`config.mk`:
```
export PLATFORM = sky130hd
export DESIGN_NAME = rcl_reset_lowvolt
export DESIGN_NICKNAME = d
export VERILOG_FILES = /design/src/logic/rcl_pkg.sv /design/src/logic/rcl_reset_lowvolt.sv /design/src/logic/rcl_sync2.sv
export SDC_FILE = /design/constraint.sdc
export NUM_CORES = 1
export LEC_CHECK = 0
export ABC_AREA = 1
export BUFFER_PORTS_ARGS = -buffer_cell sky130_fd_sc_hd__buf_2
export CAP_MARGIN = 40
export CORE_MARGIN = 2
export CORE_UTILIZATION = 40
export CTS_CLUSTER_DIAMETER = 150
export DETAILED_ROUTE_END_ITERATION = 10
export PLACE_DENSITY = 0.84
export SLEW_MARGIN = 25
export SYNTH_ARGS = -nofsm -noshare
export SYNTH_HDL_FRONTEND = slang
export SYNTH_HIERARCHICAL = 1
export SYNTH_SLANG_ARGS = --single-unit
```
`constraint.sdc`:
```
create_clock -name clk -period 1.3 [get_ports clk]
set_input_delay 0.13 -clock clk [delete_from_list [all_inputs] [get_ports clk]]
set_output_delay 0.13 -clock clk [all_outputs]
set_load 0.02 [all_outputs]
```
`src/logic/rcl_pkg.sv`:
```
// Shared constants and types for the reset-cause and low-voltage control block.
// Assumes a 32-bit Avalon-MM slave port with byte addressing and one clock.
package rcl_pkg;

    // Register indices; byte address on the bus is four times the index
    localparam logic [15:0] IDX_LOWVOLT_CONTROL  = 16'hff50;
    localparam logic [15:0] IDX_LEVEL_SELECT     = 16'hff51;
    localparam logic [15:0] IDX_RESET_CAUSE      = 16'hff54;
    localparam logic [15:0] IDX_LOWVOLT_BIT_WR   = 16'hff5f;

    localparam int unsigned ADDR_W = 18;
    localparam int unsigned DATA_W = 32;

    // Field positions
    localparam int unsigned CTRL_ENABLE_BIT = 7;
    localparam int unsigned CTRL_MODE_BIT   = 1;
    localparam int unsigned CTRL_FLAG_BIT   = 0;
    localparam int unsigned CAUSE_WDT_BIT   = 4;
    localparam int unsigned CAUSE_LV_BIT    = 0;
    localparam int unsigned LEVEL_W         = 4;
    localparam int unsigned BITWR_VALUE_BIT = 3;

    localparam logic [2:0] BITSEL_ENABLE = 3'h7;
    localparam logic [2:0] BITSEL_MODE   = 3'h1;

    // Reset values
    localparam logic [7:0]         CTRL_RESET  = 8'h00;
    localparam logic [7:0]         CAUSE_RESET = 8'h00;
    localparam logic [LEVEL_W-1:0] LEVEL_RESET = 4'h0;

    // Cause bits that can read as one
    localparam logic [7:0] CAUSE_MASK = 8'h11;

    // Comparator settling time software must wait after enabling
    localparam int unsigned CLK_HZ      = 50_000_000;
    localparam int unsigned SETTLE_US   = 200;
    localparam int unsigned SETTLE_CYC  = (SETTLE_US * (CLK_HZ / 1_000_000));

    typedef struct packed {
        logic enable;
        logic mode_reset;
    } rcl_ctrl_t;

    typedef struct packed {
        logic wdt;
        logic lowvolt;
    } rcl_cause_t;

    function automatic logic [ADDR_W-1:0] addr_of(input logic [15:0] idx);
        return {idx, 2'b00};
    endfunction : addr_of

endpackage : rcl_pkg

```
`src/logic/rcl_reset_lowvolt.sv`:
```
// Reset-cause flags and low-voltage detector control behind an Avalon-MM slave.
// Assumes the chip reset generator acts on lowvolt_reset_req and that
// por_clear_req and wdt_reset_req are synchronous to clk.
//
// Design decision made here: the Avalon-MM register port.
`timescale 1ns/100ps
`default_nettype none

module rcl_reset_lowvolt
    import rcl_pkg::*;
(
    // Clock and reset
    input  wire logic              clk,
    input  wire logic              reset_n,
    // Avalon-MM slave
    input  wire logic [ADDR_W-1:0] address,
    input  wire logic              read,
    input  wire logic              write,
    input  wire logic [DATA_W-1:0] writedata,
    input  wire logic [3:0]        byteenable,
    output logic      [DATA_W-1:0] readdata,
    output logic                   waitrequest,
    // Reset sources
    input  wire logic              por_clear_req,
    input  wire logic              wdt_reset_req,
    // Analogue side
    input  wire logic              comparator_below,
    output logic      [LEVEL_W-1:0] lowvolt_level_code,
    // Requests out
    output logic                   lowvolt_reset_req,
    output logic                   lowvolt_irq
);

    // Bus handshake state
    logic       ack_ff;
    logic [7:0] rdata_ff;
    logic       nxt_ack;
    logic [7:0] nxt_rdata;

    // Register state
    rcl_ctrl_t          ctrl_ff;
    rcl_cause_t         cause_ff;
    logic [LEVEL_W-1:0] level_ff;
    logic               below_flag_ff;
    logic               reset_req_ff;
    logic               irq_ff;
    rcl_ctrl_t          nxt_ctrl;
    rcl_cause_t         nxt_cause;
    logic [LEVEL_W-1:0] nxt_level;
    logic               nxt_below_flag;
    logic               nxt_reset_req;
    logic               nxt_irq;

    // Decoded strobes
    logic       req;
    logic       accept;
    logic       wr_acc;
    logic       rd_acc;
    logic       internal_clear;
    logic       lv_reset_event;
    logic       sync_below;
    logic [2:0] bit_sel;
    logic       bit_val;

    rcl_sync2 u_sync_below (
        .clk     (clk),
        .reset_n (reset_n),
        .d       (comparator_below),
        .q       (sync_below)
    );

    // One wait cycle per access so read data come from a flip-flop
    assign req         = read | write;
    assign accept      = req & ack_ff;
    assign waitrequest = req & ~ack_ff;
    assign wr_acc      = write & accept & byteenable[0];
    assign rd_acc      = read & accept;
    assign bit_sel     = writedata[2:0];
    assign bit_val     = writedata[BITWR_VALUE_BIT];

    // Any internal reset except the detector's own clears the control state
    assign internal_clear = por_clear_req | wdt_reset_req;
    assign lv_reset_event = nxt_reset_req & ~reset_req_ff;

    always_comb begin
        nxt_ack   = req & ~ack_ff;
        nxt_rdata = rdata_ff;
        if (read && !ack_ff) begin
            if (address == addr_of(IDX_RESET_CAUSE)) begin
                nxt_rdata = 8'h00;
                nxt_rdata[CAUSE_WDT_BIT] = cause_ff.wdt;
                nxt_rdata[CAUSE_LV_BIT]  = cause_ff.lowvolt;
            end else if (address == addr_of(IDX_LOWVOLT_CONTROL)) begin
                nxt_rdata = 8'h00;
                nxt_rdata[CTRL_ENABLE_BIT] = ctrl_ff.enable;
                nxt_rdata[CTRL_MODE_BIT]   = ctrl_ff.mode_reset;
                nxt_rdata[CTRL_FLAG_BIT]   = below_flag_ff;
            end else if (address == addr_of(IDX_LEVEL_SELECT)) begin
                nxt_rdata = {4'h0, level_ff};
            end else begin
                nxt_rdata = 8'h00;
            end
        end
    end

    always_ff @(posedge clk or negedge reset_n) begin
        if (!reset_n) begin
            ack_ff   <= 1'b0;
            rdata_ff <= 8'h00;
        end else begin
            ack_ff   <= nxt_ack;
            rdata_ff <= nxt_rdata;
        end
    end

    assign readdata = {24'h000000, rdata_ff};

    // Control and level registers
    always_comb begin
        nxt_ctrl  = ctrl_ff;
        nxt_level = level_ff;
        if (internal_clear) begin
            nxt_ctrl  = rcl_ctrl_t'(CTRL_RESET[1:0]);
            nxt_level = LEVEL_RESET;
        end else if (wr_acc) begin
            if (address == addr_of(IDX_LOWVOLT_CONTROL)) begin
                // Bit 0 is the live flag, so it is never taken from the bus
                nxt_ctrl.enable     = writedata[CTRL_ENABLE_BIT];
                nxt_ctrl.mode_reset = writedata[CTRL_MODE_BIT];
            end else if (address == addr_of(IDX_LOWVOLT_BIT_WR)) begin
                if (bit_sel == BITSEL_ENABLE) begin
                    nxt_ctrl.enable = bit_val;
                end else if (bit_sel == BITSEL_MODE) begin
                    nxt_ctrl.mode_reset = bit_val;
                end
            end else if (address == addr_of(IDX_LEVEL_SELECT)) begin
                // Prohibited codes are stored as written; upper bits read zero
                nxt_level = writedata[LEVEL_W-1:0];
            end
        end
    end

    // Detector outputs
    always_comb begin
        nxt_below_flag = ctrl_ff.enable & sync_below;
        nxt_reset_req  = ctrl_ff.enable & ctrl_ff.mode_reset & sync_below;
        nxt_irq        = ctrl_ff.enable & ~ctrl_ff.mode_reset & sync_below;
    end

    // Cause flags: a new event wins over a read clear
    always_comb begin
        nxt_cause = cause_ff;
        if (rd_acc && address == addr_of(IDX_RESET_CAUSE)) begin
            // Clear only what was returned, so a late event is not lost
            if (rdata_ff[CAUSE_WDT_BIT]) begin
                nxt_cause.wdt = 1'b0;
            end
            if (rdata_ff[CAUSE_LV_BIT]) begin
                nxt_cause.lowvolt = 1'b0;
            end
        end
        if (wdt_reset_req) begin
            nxt_cause.wdt = 1'b1;
        end
        if (lv_reset_event) begin
            nxt_cause.lowvolt = 1'b1;
        end
        if (por_clear_req) begin
            nxt_cause = rcl_cause_t'(2'b00);
        end
    end

    always_ff @(posedge clk or negedge reset_n) begin
        if (!reset_n) begin
            ctrl_ff       <= rcl_ctrl_t'(CTRL_RESET[1:0]);
            cause_ff      <= rcl_cause_t'(CAUSE_RESET[1:0]);
            level_ff      <= LEVEL_RESET;
            below_flag_ff <= 1'b0;
            reset_req_ff  <= 1'b0;
            irq_ff        <= 1'b0;
        end else begin
            ctrl_ff       <= nxt_ctrl;
            cause_ff      <= nxt_cause;
            level_ff      <= nxt_level;
            below_flag_ff <= nxt_below_flag;
            reset_req_ff  <= nxt_reset_req;
            irq_ff        <= nxt_irq;
        end
    end

    assign lowvolt_reset_req  = reset_req_ff;
    assign lowvolt_irq        = irq_ff;
    assign lowvolt_level_code = level_ff;
endmodule : rcl_reset_lowvolt

`default_nettype wire

```
`src/logic/rcl_sync2.sv`:
```
// Two-stage level synchroniser for one asynchronous input.
// Assumes the consumer reads only q; the first stage feeds nothing else.
`timescale 1ns/100ps
`default_nettype none

module rcl_sync2 (
    // Clock and reset
    input  wire logic clk,
    input  wire logic reset_n,
    // Level in and out
    input  wire logic d,
    output logic      q
);
    logic stage1_ff;
    logic stage2_ff;
    logic nxt_stage1;
    logic nxt_stage2;

    always_comb begin
        nxt_stage1 = d;
        nxt_stage2 = stage1_ff;
    end

    always_ff @(posedge clk or negedge reset_n) begin
        if (!reset_n) begin
            stage1_ff <= 1'b0;
            stage2_ff <= 1'b0;
        end else begin
            stage1_ff <= nxt_stage1;
            stage2_ff <= nxt_stage2;
        end
    end

    assign q = stage2_ff;

endmodule : rcl_sync2

`default_nettype wire

```
==> key figures, run 1 <==
Synth
  – Synth Area in Compound Gates: 0.01766
  – Yosys warning count: 6
  – Largest family of logic cells by synthesized area: simple AND/OR/NAND/NOR gates
  – Syn Area/Cell: 7.277 um2
  – Largest cells by area after synthesis: dfrtp_1, buf_4, nand2_1, nand3_1, nor2_1
  – Post-synth top area share: 0.3717
  – Number of distinct library cells after synthesis: 22
  – Adder-cell share of the synthesized area: 0
  – Post-synthesis instance area: 1346 um2
  – Synth Register Bits: 20
  – Sequential share of the synthesized area: 0.3717
  – Post-synthesis mux area share: 0
  – Area fraction in and, or, nand and nor cells after synthesis: 0.4061
  – XOR/XNOR share of the synthesized area: 0
  – Biggest area consumer among synthesized cells: dfrtp_1
  – Syn Inst Count: 185

Clock network
  – CTS sink count: 20
  – Post-CTS Setup Inserts: 0
  – CTS tree: done
  – Resize count post-CTS: 0
  – Worst-case clock buffer depth: 2
  – H-Tree Depth: 1
  – Clock Pin Slew Worst Setup and Hold Paths: 0.10 ns
  – Latest clock arrival within the worst-skew pair: 0.30 ns
  – Hold buffers post-CTS: 3
  – CTS Root Cell: clkbuf_4
  – CTS Buf Count: 3

Finish
  – Finished Layout Cells: 286
  – Synthesis-to-finish area growth: 21.28%
  – Final core occ: 0.4971
  – Antenna diodes: 0
  – Commonest cells after routing, fill and taps aside: nand2_1, buf_2, nand3_1
  – Fraction of layout cells with a size suffix above 1: 0.2875
  – Layout Nets: 302
  – Commonest non-fill, non-tap cell in the layout: nand2_1

Detailed routing
  – DRC viols: 0
  – First-pass DRT Iterations: 4
  – Via count of the routed design: 1,262
  – Vias per inst: 4.413
  – DRT iter0 DRCs: 26
  – WL per Instance: 9.514 um
  – Top Metal Used: met3
  – WL met3: 188 um
  – WL met2: 1422 um
  – Wl on met1: 1110 um
  – DRT Wirelength: 2721 um
  – Antenna Violating Nets Remaining: 0

STA
  – Minimum clock period after layout: 1.204 ns
  – Setup TNS: 0 ns
  – Final setup viols: 0
  – Fin. Hold Viols: 0
  – Final period utilization: 0.9265
  – Fmax: 830.3 MHz
  – Unrepaired setup endpoints after global routing: false
  – Final Max Tran Viols: 0
  – Setup Skew: 0.005372 ns

Place
  – Inst Count DP: 279
  – DPL Wire Length: 2289 um
  – GPL Wtd Cong: 0.8984
  – Port buffer count: 43

Job
  – # Max-Cap Violations: 0

Worst hold path
  – Hold WC Path Type: primary input to flip-flop

Power
  – Total power: 1.233 mW
  – Static Leakage: 0.9560 nW
  – PwrDens: 755.2 nW/um2
  – Max rail drop VDD: 0.6023 mV

Setup path
  – Critical path, cell by cell: dlygate4sd3_1 -> buf_2 -> nor2_1 -> buf_4 -> nand3_1 -> nand3_1 -> nand2_1 -> nand2_1
  – CP required: 1.54 ns
  – Crit path DAT: 1.44 ns
  – CP startpoint kind: primary input
  – Slowest cell on crit path: dlygate4sd3_1
  – Worst Path Max Fanout: 11
  – Element type at the critical path end: flip-flop
  – Worst path max stage delay: 0.54 ns
  – Kind of critical path: primary input to flip-flop

Global routing
  – Vias in the first global route: 1,126
  – First-pass GRT wire length: 4616 um
  – Grt total ovfl: 0
  – Initial antenna violation count: 0
  – All-Layer GR Usage: 0.1621
  – Pin count of the biggest net entering global routing: 21

Die
  – Chip height: 62.02 um
  – Die ar.: 3846 um2
  – Core area: 3284 um2
  – Io pins: 100
  – Starting Density: 0.4099
  – Row cnt: 21
  – Die X: 62.02 um

Run status
  – Outcome: completed
==> per-layer routing <==
metal,global-route usage,up-vias
met4,0.02736,0
li1,-,648
met3,0.04348,0
met2,0.2857,43
met5,0,-
met1,0.2010,571
==> per-stage QoR <==
stage          setup slack (ns)  hold WS, ns  area (um2)
3_3_place_gp            0.03404      0.09109        1567
3_5_place_dp           -0.03130      0.08994        1567
4_1_cts                  0.1138      0.03592        1633
5_1_grt                 0.03028      0.03761        1633
6_report                0.09556      0.04990        1633
2_1_floorplan            0.1981      -0.1656        1440
==> critical path: cells and delay by family <==
family	cells	cell delay [ns]
buffers and inverters	3	0.86
and+or+nand+nor	5	0.45
==> sequential cells by signal, summed over array words and instances, names as in the netlist <==
signal / cells
lowvolt_reset_req: 1
below_flag_ff: 1
lowvolt_irq: 1
ack_ff: 1
ctrl_ff: 2
lowvolt_level_code: 4
u_sync_below/nxt_stage2: 1
cause_ff: 2
u_sync_below/q: 1
rdata_ff: 6
==> cell usage after synthesis <==
cell and count:
nor2_2 4, o21ai_0 1, buf_4 26, nand3b_1 1, a21oi_1 2, nor2_4 2, nand3_1 30, conb_1 1
inv_1 17, nor2_1 19, inv_2 1, nand3_2 2, dfrtp_1 20, nor3_1 2, nand2_1 45, nor3_4 1
clkinv_2 1, clkbuf_1 1, nand2_2 2, nand4_1 5, nand2_4 1, a21oi_2 1
==> logic make-up after synthesis <==
family                 count (synthesis)
AOI/OAI and AO/OA                      4
DFF                                   20
and+or+nand+nor                      114
buffers and inverters                 46
other                                  1
==> final cells by class <==
cell class              count  area [um2]
clock buffers               4       36.28
fillers                   331        1652
inverters                  19       72.57
multi-input cells         144       668.1
flip-flops and latches     20       500.5
well taps                  46       57.56
repair buffers             53       297.8
==> power by group <==
part / total (mW) / leakage, nW / internal (mW) / switching (mW)
Combinational: 0.251 / 0.663 / 0.0796 / 0.171
Clock: 0.347 / 0.0210 / 0.171 / 0.176
Sequential: 0.636 / 0.272 / 0.630 / 0.00518
Total: 1.23 / 0.956 / 0.881 / 0.352
==> path summary, 6_finish.rpt <==
path / startpoint / endpoint / slack (ns) / depth (start not counted)
max: por_clear_req / ctrl_ff[0] / 0.1 / 8
min: writedata[3] / lowvolt_level_code[3] / 0.05 / 3
max reg2reg: ack_ff / lowvolt_level_code[1] / 0.13 / 6
min reg2reg: u_sync_below/nxt_stage2 / u_sync_below/q / 0.36 / 0
max in group asynchronous: reset_n / lowvolt_level_code[3] / 0.70 / 2
min in group asynchronous: reset_n / rdata_ff[0] / 0.29 / 2
No activity file was read; power rests on OpenSTA's default activity.
==> inputs of run 2 (changes only) <==
- ABC_AREA: 1 -> default
- CORE_UTILIZATION: 40 -> 38
- RECOVER_POWER: default -> 100
- SETUP_SLACK_MARGIN: default -> 0.2
==> run 2 against run 1 <==
- the run now ends with negative setup slack left
- worst setup slack worse by 0.30 ns
- total power up 1.3%
- via count decreased by 20%
- first-iteration DRC count is 46% lower
- largest cell class unchanged
- design area shrank 1.5%
- maximum frequency down 20%
- sequential cell count unchanged
- critical path depth fell by 3
- core utilization rose by 3.8 points
- synthesized area is 12% lower
- global-route usage down 1.4 points
- sequential share of layout area increased by 0.48 points
==> key figures, run 2 <==
Finish
  – Synthesis-to-finish area growth: 35.26% (was 21.28%)
  – Finished Layout Cells: 218 (was 286)
  – Fraction of layout cells with a size suffix above 1: 0.4054 (was 0.2875)
  – Antenna diodes: 0 (unchanged)
  – Commonest cells after routing, fill and taps aside: buf_2, conb_1, dfrtp_1 (was nand2_1, buf_2, nand3_1)
  – Layout Nets: 247 (was 302)
  – Largest Register: rdata_ff (unchanged)
  – Commonest non-fill, non-tap cell in the layout: buf_2 (was nand2_1)
  – Largest register FFs: 6 (unchanged)

Clock network
  – Worst-case clock buffer depth: 2 (unchanged)
  – CTS Root Cell: clkbuf_4 (unchanged)
  – CTS sink count: 20 (unchanged)
  – Clock Pin Slew Worst Setup and Hold Paths: 0.11 ns (was 0.10 ns)
  – CTS Buf Count: 3 (unchanged)
  – Latest clock arrival within the worst-skew pair: 0.29 ns (was 0.30 ns)
  – CTS tree: done (unchanged)
  – H-Tree Depth: 1 (unchanged)

Place
  – Inst Count DP: 205 (was 279)
  – GPL Wtd Cong: 0.7326 (was 0.8984)
  – Port buffer count: 43 (unchanged)
  – DPL Wire Length: 2028 um (was 2289 um)

Detailed routing
  – Top Metal Used: met4 (was met3)
  – Antenna Violating Nets Remaining: 0 (unchanged)
  – Via count of the routed design: 1,014 (was 1,262)
  – DRT Wirelength: 2606 um (was 2721 um)
  – WL met3: 148 um (was 188 um)
  – WL per Instance: 11.95 um (was 9.514 um)
  – DRC viols: 0 (unchanged)
  – Wl on met1: 1066 um (was 1110 um)
  – First-pass DRT Iterations: 4 (unchanged)
  – DRT iter0 DRCs: 14 (was 26)
  – Vias per inst: 4.651 (was 4.413)
  – WL met2: 1369 um (was 1422 um)

Setup path
  – CP required: 1.52 ns (was 1.54 ns)
  – Element type at the critical path end: flip-flop (unchanged)
  – Worst Path Max Fanout: 2 (was 11)
  – CP startpoint kind: flip-flop (was primary input)
  – Crit path DAT: 1.73 ns (was 1.44 ns)
  – Kind of critical path: flip-flop to flip-flop (was primary input to flip-flop)

Power
  – PwrDens: 776.8 nW/um2 (was 755.2 nW/um2)
  – Max rail drop VDD: 0.6297 mV (was 0.6023 mV)
  – Static Leakage: 0.8095 nW (was 0.9560 nW)

Die
  – Core area: 3003 um2 (was 3284 um2)
  – Starting Density: 0.3958 (was 0.4099)
  – Die X: 59.93 um (was 62.02 um)
  – Die ar.: 3592 um2 (was 3846 um2)
  – Chip height: 59.93 um (was 62.02 um)
  – Row cnt: 20 (was 21)
  – Io pins: 100 (unchanged)

Synth
  – Number of distinct library cells after synthesis: 34 (was 22)
  – Biggest area consumer among synthesized cells: dfrtp_1 (unchanged)
  – Syn Inst Count: 122 (was 185)
  – Synth Register Bits: 20 (unchanged)
  – Top cells by count, synth: buf_4, dfrtp_1, nand2_1 (was nand2_1, nand3_1, buf_4)
  – Largest cells by area after synthesis: dfrtp_1, buf_4, mux2i_1, nand2_1, and4_2 (was dfrtp_1, buf_4, nand2_1, nand3_1, nor2_1)
  – Async SR Flop Fraction: 1.000 (unchanged)
  – Post-synthesis instance area: 1189 um2 (was 1346 um2)
  – Syn Area/Cell: 9.743 um2 (was 7.277 um2)
  – Post-synth top area share: 0.4211 (was 0.3717)
  – Largest family of logic cells by synthesized area: simple AND/OR/NAND/NOR gates (unchanged)
  – Synth Area in Compound Gates: 0.08632 (was 0.01766)
  – Post-synthesis mux area share: 0.06842 (was 0)
  – Adder-cell share of the synthesized area: 0 (unchanged)
  – Yosys warning count: 6 (unchanged)
  – Sequential share of the synthesized area: 0.4211 (was 0.3717)
  – Number of flops mapped to enable cells by yosys: 0 (unchanged)
  – Area fraction in and, or, nand and nor cells after synthesis: 0.2495 (was 0.4061)
  – Count leader, synth: buf_4 (was nand2_1)
  – XOR/XNOR share of the synthesized area: 0 (unchanged)
  – Main synth FF type: dfrtp_1 (unchanged)

STA
  – Fin. Hold Viols: 0 (unchanged)
  – Final Max Tran Viols: 0 (unchanged)
  – PnR worst setup slack: -0.2084 ns (was 0.09556 ns)
  – Minimum clock period after layout: 1.508 ns (was 1.204 ns)
  – Worst hold margin: 0.06036 ns (was 0.04990 ns)
  – Setup Skew: 0.001088 ns (was 0.005372 ns)
  – Final period utilization: 1.160 (was 0.9265)
  – Fmax: 662.9 MHz (was 830.3 MHz)
  – Unrepaired setup endpoints after global routing: true (was false)
  – Final setup viols: 7 (was 0)

Global routing
  – Initial antenna violation count: 0 (unchanged)
  – Pin count of the biggest net entering global routing: 21 (unchanged)
  – First-pass GRT wire length: 4008 um (was 4616 um)
  – All-Layer GR Usage: 0.1483 (was 0.1621)
  – Vias in the first global route: 989 (was 1,126)
  – Grt total ovfl: 0 (unchanged)

Run status
  – Outcome: finished with violations (was completed)
  – Failing checks: negative setup slack

Job
  – # Max-Cap Violations: 0 (unchanged)

Worst hold path
  – Hold WC Path Type: primary input to flip-flop (unchanged)
## run 2: changes by cell type in the layout (fill, tap and decap cells not counted), moves of 4 or more
cell and change:
nor2_1 -12, buf_6 +4, o21ai_1 +4, buf_4 +7, inv_1 -17, clkbuf_1 +12
nand3_1 -30, buf_2 -16, mux2i_1 +7, nand2_1 -36
## run 2: layer usage
layer,track usage,vias up
met5,0,-
met4,0.02857,0
met3,0.04545,2
met2,0.2717,36
met1,0.1687,473
li1,-,503
## run 2: metrics by stage
stage | setup WS, ns | area, um2 | util | power, mW | setup TNS, ns
detailed placement | -0.3548 | 1418 | 0.4721 | 0.8559 | -2.246
global route | -0.2963 | 1608 | 0.5354 | 1.302 | -1.170
CTS | -0.2539 | 1535 | 0.5113 | 1.241 | -0.3899
floorplan | -0.2193 | 1290 | - | 0.8189 | -0.2390
finish | -0.2084 | 1608 | 0.5354 | 1.249 | -0.5001
global placement | -0.3107 | 1418 | 0.4721 | 0.8540 | -1.669
## run 2: cell families (layout without fill, tap and decap cells)
group | after synthesis | after routing
AOI/OAI and AO/OA | 15 | 15
buffers and inverters | 28 | 66
DFF | 20 | 20
muxes | 8 | 8
other | 1 | 26
and+or+nand+nor | 50 | 50
## run 2: path summary, 6_finish.rpt
| check | from | slack [ns] | end | depth (start not counted) |
|---|---|---|---|---|
| setup / recovery | ack_ff | -0.21 | ctrl_ff[0] | 5 |
| hold / removal | wdt_reset_req | 0.06 | cause_ff[1] | 2 |
| setup reg to reg | ack_ff | -0.21 | ctrl_ff[0] | 5 |
| hold reg to reg | u_sync_below/nxt_stage2 | 0.36 | u_sync_below/q | 0 |
| max in group asynchronous | reset_n | 0.65 | u_sync_below/nxt_stage2 | 2 |
| min in group asynchronous | reset_n | 0.32 | ctrl_ff[0] | 2 |
## run 2: area by class of cell
type,count,area (um2)
well taps,33,41.29
fillers,288,1395
repair buffers,62,370.4
clock buffers,4,36.28
flip-flops and latches,20,500.5
multi-input cells,99,659.4
## run 2: report_power, final
group / internal, mW / total, mW / switching, mW
logic: 0.105 / 0.262 / 0.157
clock network: 0.171 / 0.351 / 0.181
registers: 0.631 / 0.635 / 0.00468
## run 2: critical path, stage by stage (launching register included)
cell and delay, ns:
dfrtp_1 0.38, and4_4 0.22, nand4_1 0.12, or4_4 0.43
nor3b_1 0.16, a211oi_2 0.13
## run 2: timing repair
action	4_1_cts	5_1_grt
endpoints found under the hold margin	22	0
pin swaps	4	15
resized for setup	11	16
endpoints found under the setup margin	12	14
cloned	0	0
buffers inserted	1	5
hold buffers	3	0
==> inputs of run 3 (changes only) <==
- BUFFER_PORTS_ARGS: -buffer_cell sky130_fd_sc_hd__buf_2 -> default
- CORE_UTILIZATION: 38 -> 55
- DONT_BUFFER_PORTS: default -> 1
- PLACE_DENSITY: 0.84 -> 0.74
==> run 3 against run 2 <==
- the run still ends with negative setup slack left
- cell count shrank 21%
- sequential share of layout area grew 4.9 points
- sequential power is essentially flat
- critical path depth is the same
- die area shrank 29%
- clock skew is essentially flat
- combinational power shrank 29%
- register-to-register slack lost 0.05 ns
- worst hold slack lost 0.011 ns
- sequential cell count is the same
- critical endpoint unchanged
- highest routed layer unchanged
==> key figures, run 3 (synthesized netlist as in run 2, its figures left out) <==
Power
  – Clock group share of total power: 0.383 (was 0.281)
  – Sequential share of power: 0.477 (was 0.509)
  – PwrDens: 957.4 nW/um2 (was 776.8 nW/um2)
  – Static Leakage: 0.6514 nW (was 0.8095 nW)
  – P_int: 1.004 mW (was 0.9062 mW)
  – Total power: 1.331 mW (was 1.249 mW)
  – Net Sw Power: 0.3273 mW (was 0.3428 mW)
  – Logic pwr share: 0.140 (was 0.210)
  – Sw Ratio: 0.2460 (was 0.2745)
  – Max rail drop VDD: 0.9081 mV (was 0.6297 mV)

Die
  – Io pins: 100 (unchanged)
  – Core area: 2002 um2 (was 3003 um2)
  – Die ar.: 2549 um2 (was 3592 um2)
  – Die X: 50.49 um (was 59.93 um)
  – Starting Density: 0.5938 (was 0.3958)
  – Row cnt: 16 (was 20)
  – Chip height: 50.49 um (was 59.93 um)

Setup path
  – CP startpoint kind: flip-flop (unchanged)
  – RR Endpoint: ctrl_ff[0] (unchanged)
  – CP required: 1.53 ns (was 1.52 ns)
  – Worst reg2reg path depth: 5 (unchanged)
  – Kind of critical path: flip-flop to flip-flop (unchanged)
  – Worst path max stage delay: 0.43 ns (about the same)
  – Worst Path Max Fanout: 2 (unchanged)
  – Slowest cell on crit path: or4_1 (was or4_4)
  – RR Startpoint: ack_ff (unchanged)
  – Critical path, cell by cell: and4_4 -> nand4_1 -> or4_1 -> nor3b_1 -> a211oi_2 (was and4_4 -> nand4_1 -> or4_4 -> nor3b_1 -> a211oi_2)
  – Element type at the critical path end: flip-flop (unchanged)
  – Crit path DAT: 1.79 ns (was 1.73 ns)
  – Reg-to-reg setup timing slack: -0.25 ns (was -0.21 ns)

Finish
  – Commonest cells after routing, fill and taps aside: conb_1, dfrtp_1, nand2_1 (was buf_2, conb_1, dfrtp_1)
  – Largest Register: rdata_ff (unchanged)
  – Register area: 500.5 um2 (unchanged)
  – Layout Nets: 208 (was 247)
  – Finished Layout Cells: 173 (was 218)
  – Largest register FFs: 6 (unchanged)
  – Synthesis-to-finish area growth: 16.95% (was 35.26%)
  – Multi-input gate area: 616.8 um2 (was 659.4 um2)
  – Antenna diodes: 0 (unchanged)
  – Fraction of layout cells with a size suffix above 1: 0.2123 (was 0.4054)
  – Filler instances: 151 (was 288)
  – Commonest non-fill, non-tap cell in the layout: conb_1 (was buf_2)

Worst hold path
  – Hold WC Path Type: primary input to flip-flop (unchanged)
  – Hold Path End: rdata_ff[4] (was cause_ff[1])
  – Worst hold stages: 3 (was 2)
  – Hold path start: address[5] (was wdt_reset_req)

STA
  – Final Max Tran Viols: 0 (unchanged)
  – Worst hold margin: 0.04983 ns (was 0.06036 ns)
  – PnR worst setup slack: -0.2546 ns (was -0.2084 ns)
  – Final setup viols: 3 (was 7)
  – Final period utilization: 1.196 (was 1.160)
  – Setup Skew: 0.001238 ns (was 0.001088 ns)
  – Fin. Hold Viols: 0 (unchanged)
  – Fmax: 643.2 MHz (was 662.9 MHz)
  – Setup TNS: -0.3972 ns (was -0.5001 ns)
  – Minimum clock period after layout: 1.555 ns (was 1.508 ns)
  – Unrepaired setup endpoints after global routing: true (unchanged)

Job
  – # Max-Cap Violations: 0 (unchanged)

Clock network
  – H-Tree Depth: 1 (unchanged)
  – CTS tree: done (unchanged)
  – Clock Pin Slew Worst Setup and Hold Paths: 0.11 ns (about the same)
  – CTS Buf Count: 3 (unchanged)
  – CTS sink count: 20 (unchanged)
  – CTS Root Cell: clkbuf_4 (unchanged)
  – Worst-case clock buffer depth: 2 (unchanged)
  – Latest clock arrival within the worst-skew pair: 0.31 ns (was 0.29 ns)

Detailed routing
  – WL per Instance: 14.72 um (was 11.95 um)
  – Via count of the routed design: 907 (was 1,014)
  – DRT iter0 DRCs: 10 (was 14)
  – DRT Wirelength: 2547 um (was 2606 um)
  – First-pass DRT Iterations: 4 (unchanged)
  – Vias per inst: 5.243 (was 4.651)
  – Antenna Violating Nets Remaining: 0 (unchanged)
  – DRC viols: 0 (unchanged)

Run status
  – Failing checks: negative setup slack (unchanged)
  – Outcome: finished with violations (unchanged)

Global routing
  – All-Layer GR Usage: 0.2061 (was 0.1483)
  – Vias in the first global route: 831 (was 989)
  – Initial antenna violation count: 0 (unchanged)
  – First-pass GRT wire length: 3815 um (was 4008 um)
  – Grt total ovfl: 0 (unchanged)
  – Pin count of the biggest net entering global routing: 21 (unchanged)

Place
  – Port buffer count: 0 (was 43)
  – Inst Count DP: 153 (was 205)
  – DPL Wire Length: 1850 um (was 2028 um)
  – GPL Wtd Cong: 0.8605 (was 0.7326)
==> run 3: power groups by stage <==
stage | logic, mW | registers [mW] | clock network, mW
final | 0.186 | 0.635 | 0.510
after global routing | 0.201 | 0.635 | 0.553
after CTS | 0.184 | 0.634 | 0.518
after detailed placement | 0.131 | 0.647 | 0
after global placement | 0.130 | 0.646 | 0
after floorplan | 0.170 | 0.649 | 0
==> run 3: cell type report <==
type / count / area share
multi-input cells: 99 / 0.4437
flip-flops and latches: 20 / 0.3600
repair buffers: 23 / 0.1341
well taps: 27 / 0.02430
clock inverters: 1 / 0.02160
clock buffers: 3 / 0.01620
==> run 3: layer usage <==
metal | part of all wire | wire length (um) | track usage
met1 | 0.40 | 1014 | 0.2461
met3 | 0.090 | 228 | 0.08929
met4 | 0.0043 | 11 | 0.04054
met2 | 0.51 | 1293 | 0.3465
met5 | 0 | 0 | 0
==> run 3: worst max-delay path: cells and delay by family (launching register included) <==
family           cells  cell delay [ns]
AO/OA/AOI/OAI        1             0.19
flip-flops           1             0.36
AND/OR/NAND/NOR      4             0.92
==> run 3: through the flow <==
| step | setup slack (ns) | utilization | area (um2) |
|---|---|---|---|
| floorplan | -0.2193 | - | 1290 |
| global placement | -0.1825 | 0.5856 | 1172 |
| detailed placement | -0.2329 | 0.5856 | 1172 |
| CTS | -0.2413 | 0.6881 | 1378 |
| global route | -0.3404 | 0.6944 | 1390 |
| finish | -0.2546 | 0.6944 | 1390 |
==> run 3: repair_timing <==
action	in CTS	in global routing
gates resized for setup	8	3
hold endpoints to repair	29	0
buffers inserted	3	3
pin swaps	3	4
endpoints found under the setup margin	13	14
hold buffers	9	0
==> run 3: worst max path at each step <==
| stage | slack (ns) | endpoint | cells after the start | startpoint |
|---|---|---|---|---|
| final | -0.25 | ctrl_ff[0] | 5 | ack_ff |
| after floorplan | -0.22 | ctrl_ff[0] | 5 | ack_ff |
| after global placement | -0.18 | ctrl_ff[0] | 5 | address[1] |
| after CTS | -0.24 | ctrl_ff[0] | 5 | ack_ff |
| after detailed placement | -0.23 | ctrl_ff[0] | 5 | address[1] |
| after global routing | -0.34 | ctrl_ff[0] | 5 | ack_ff |
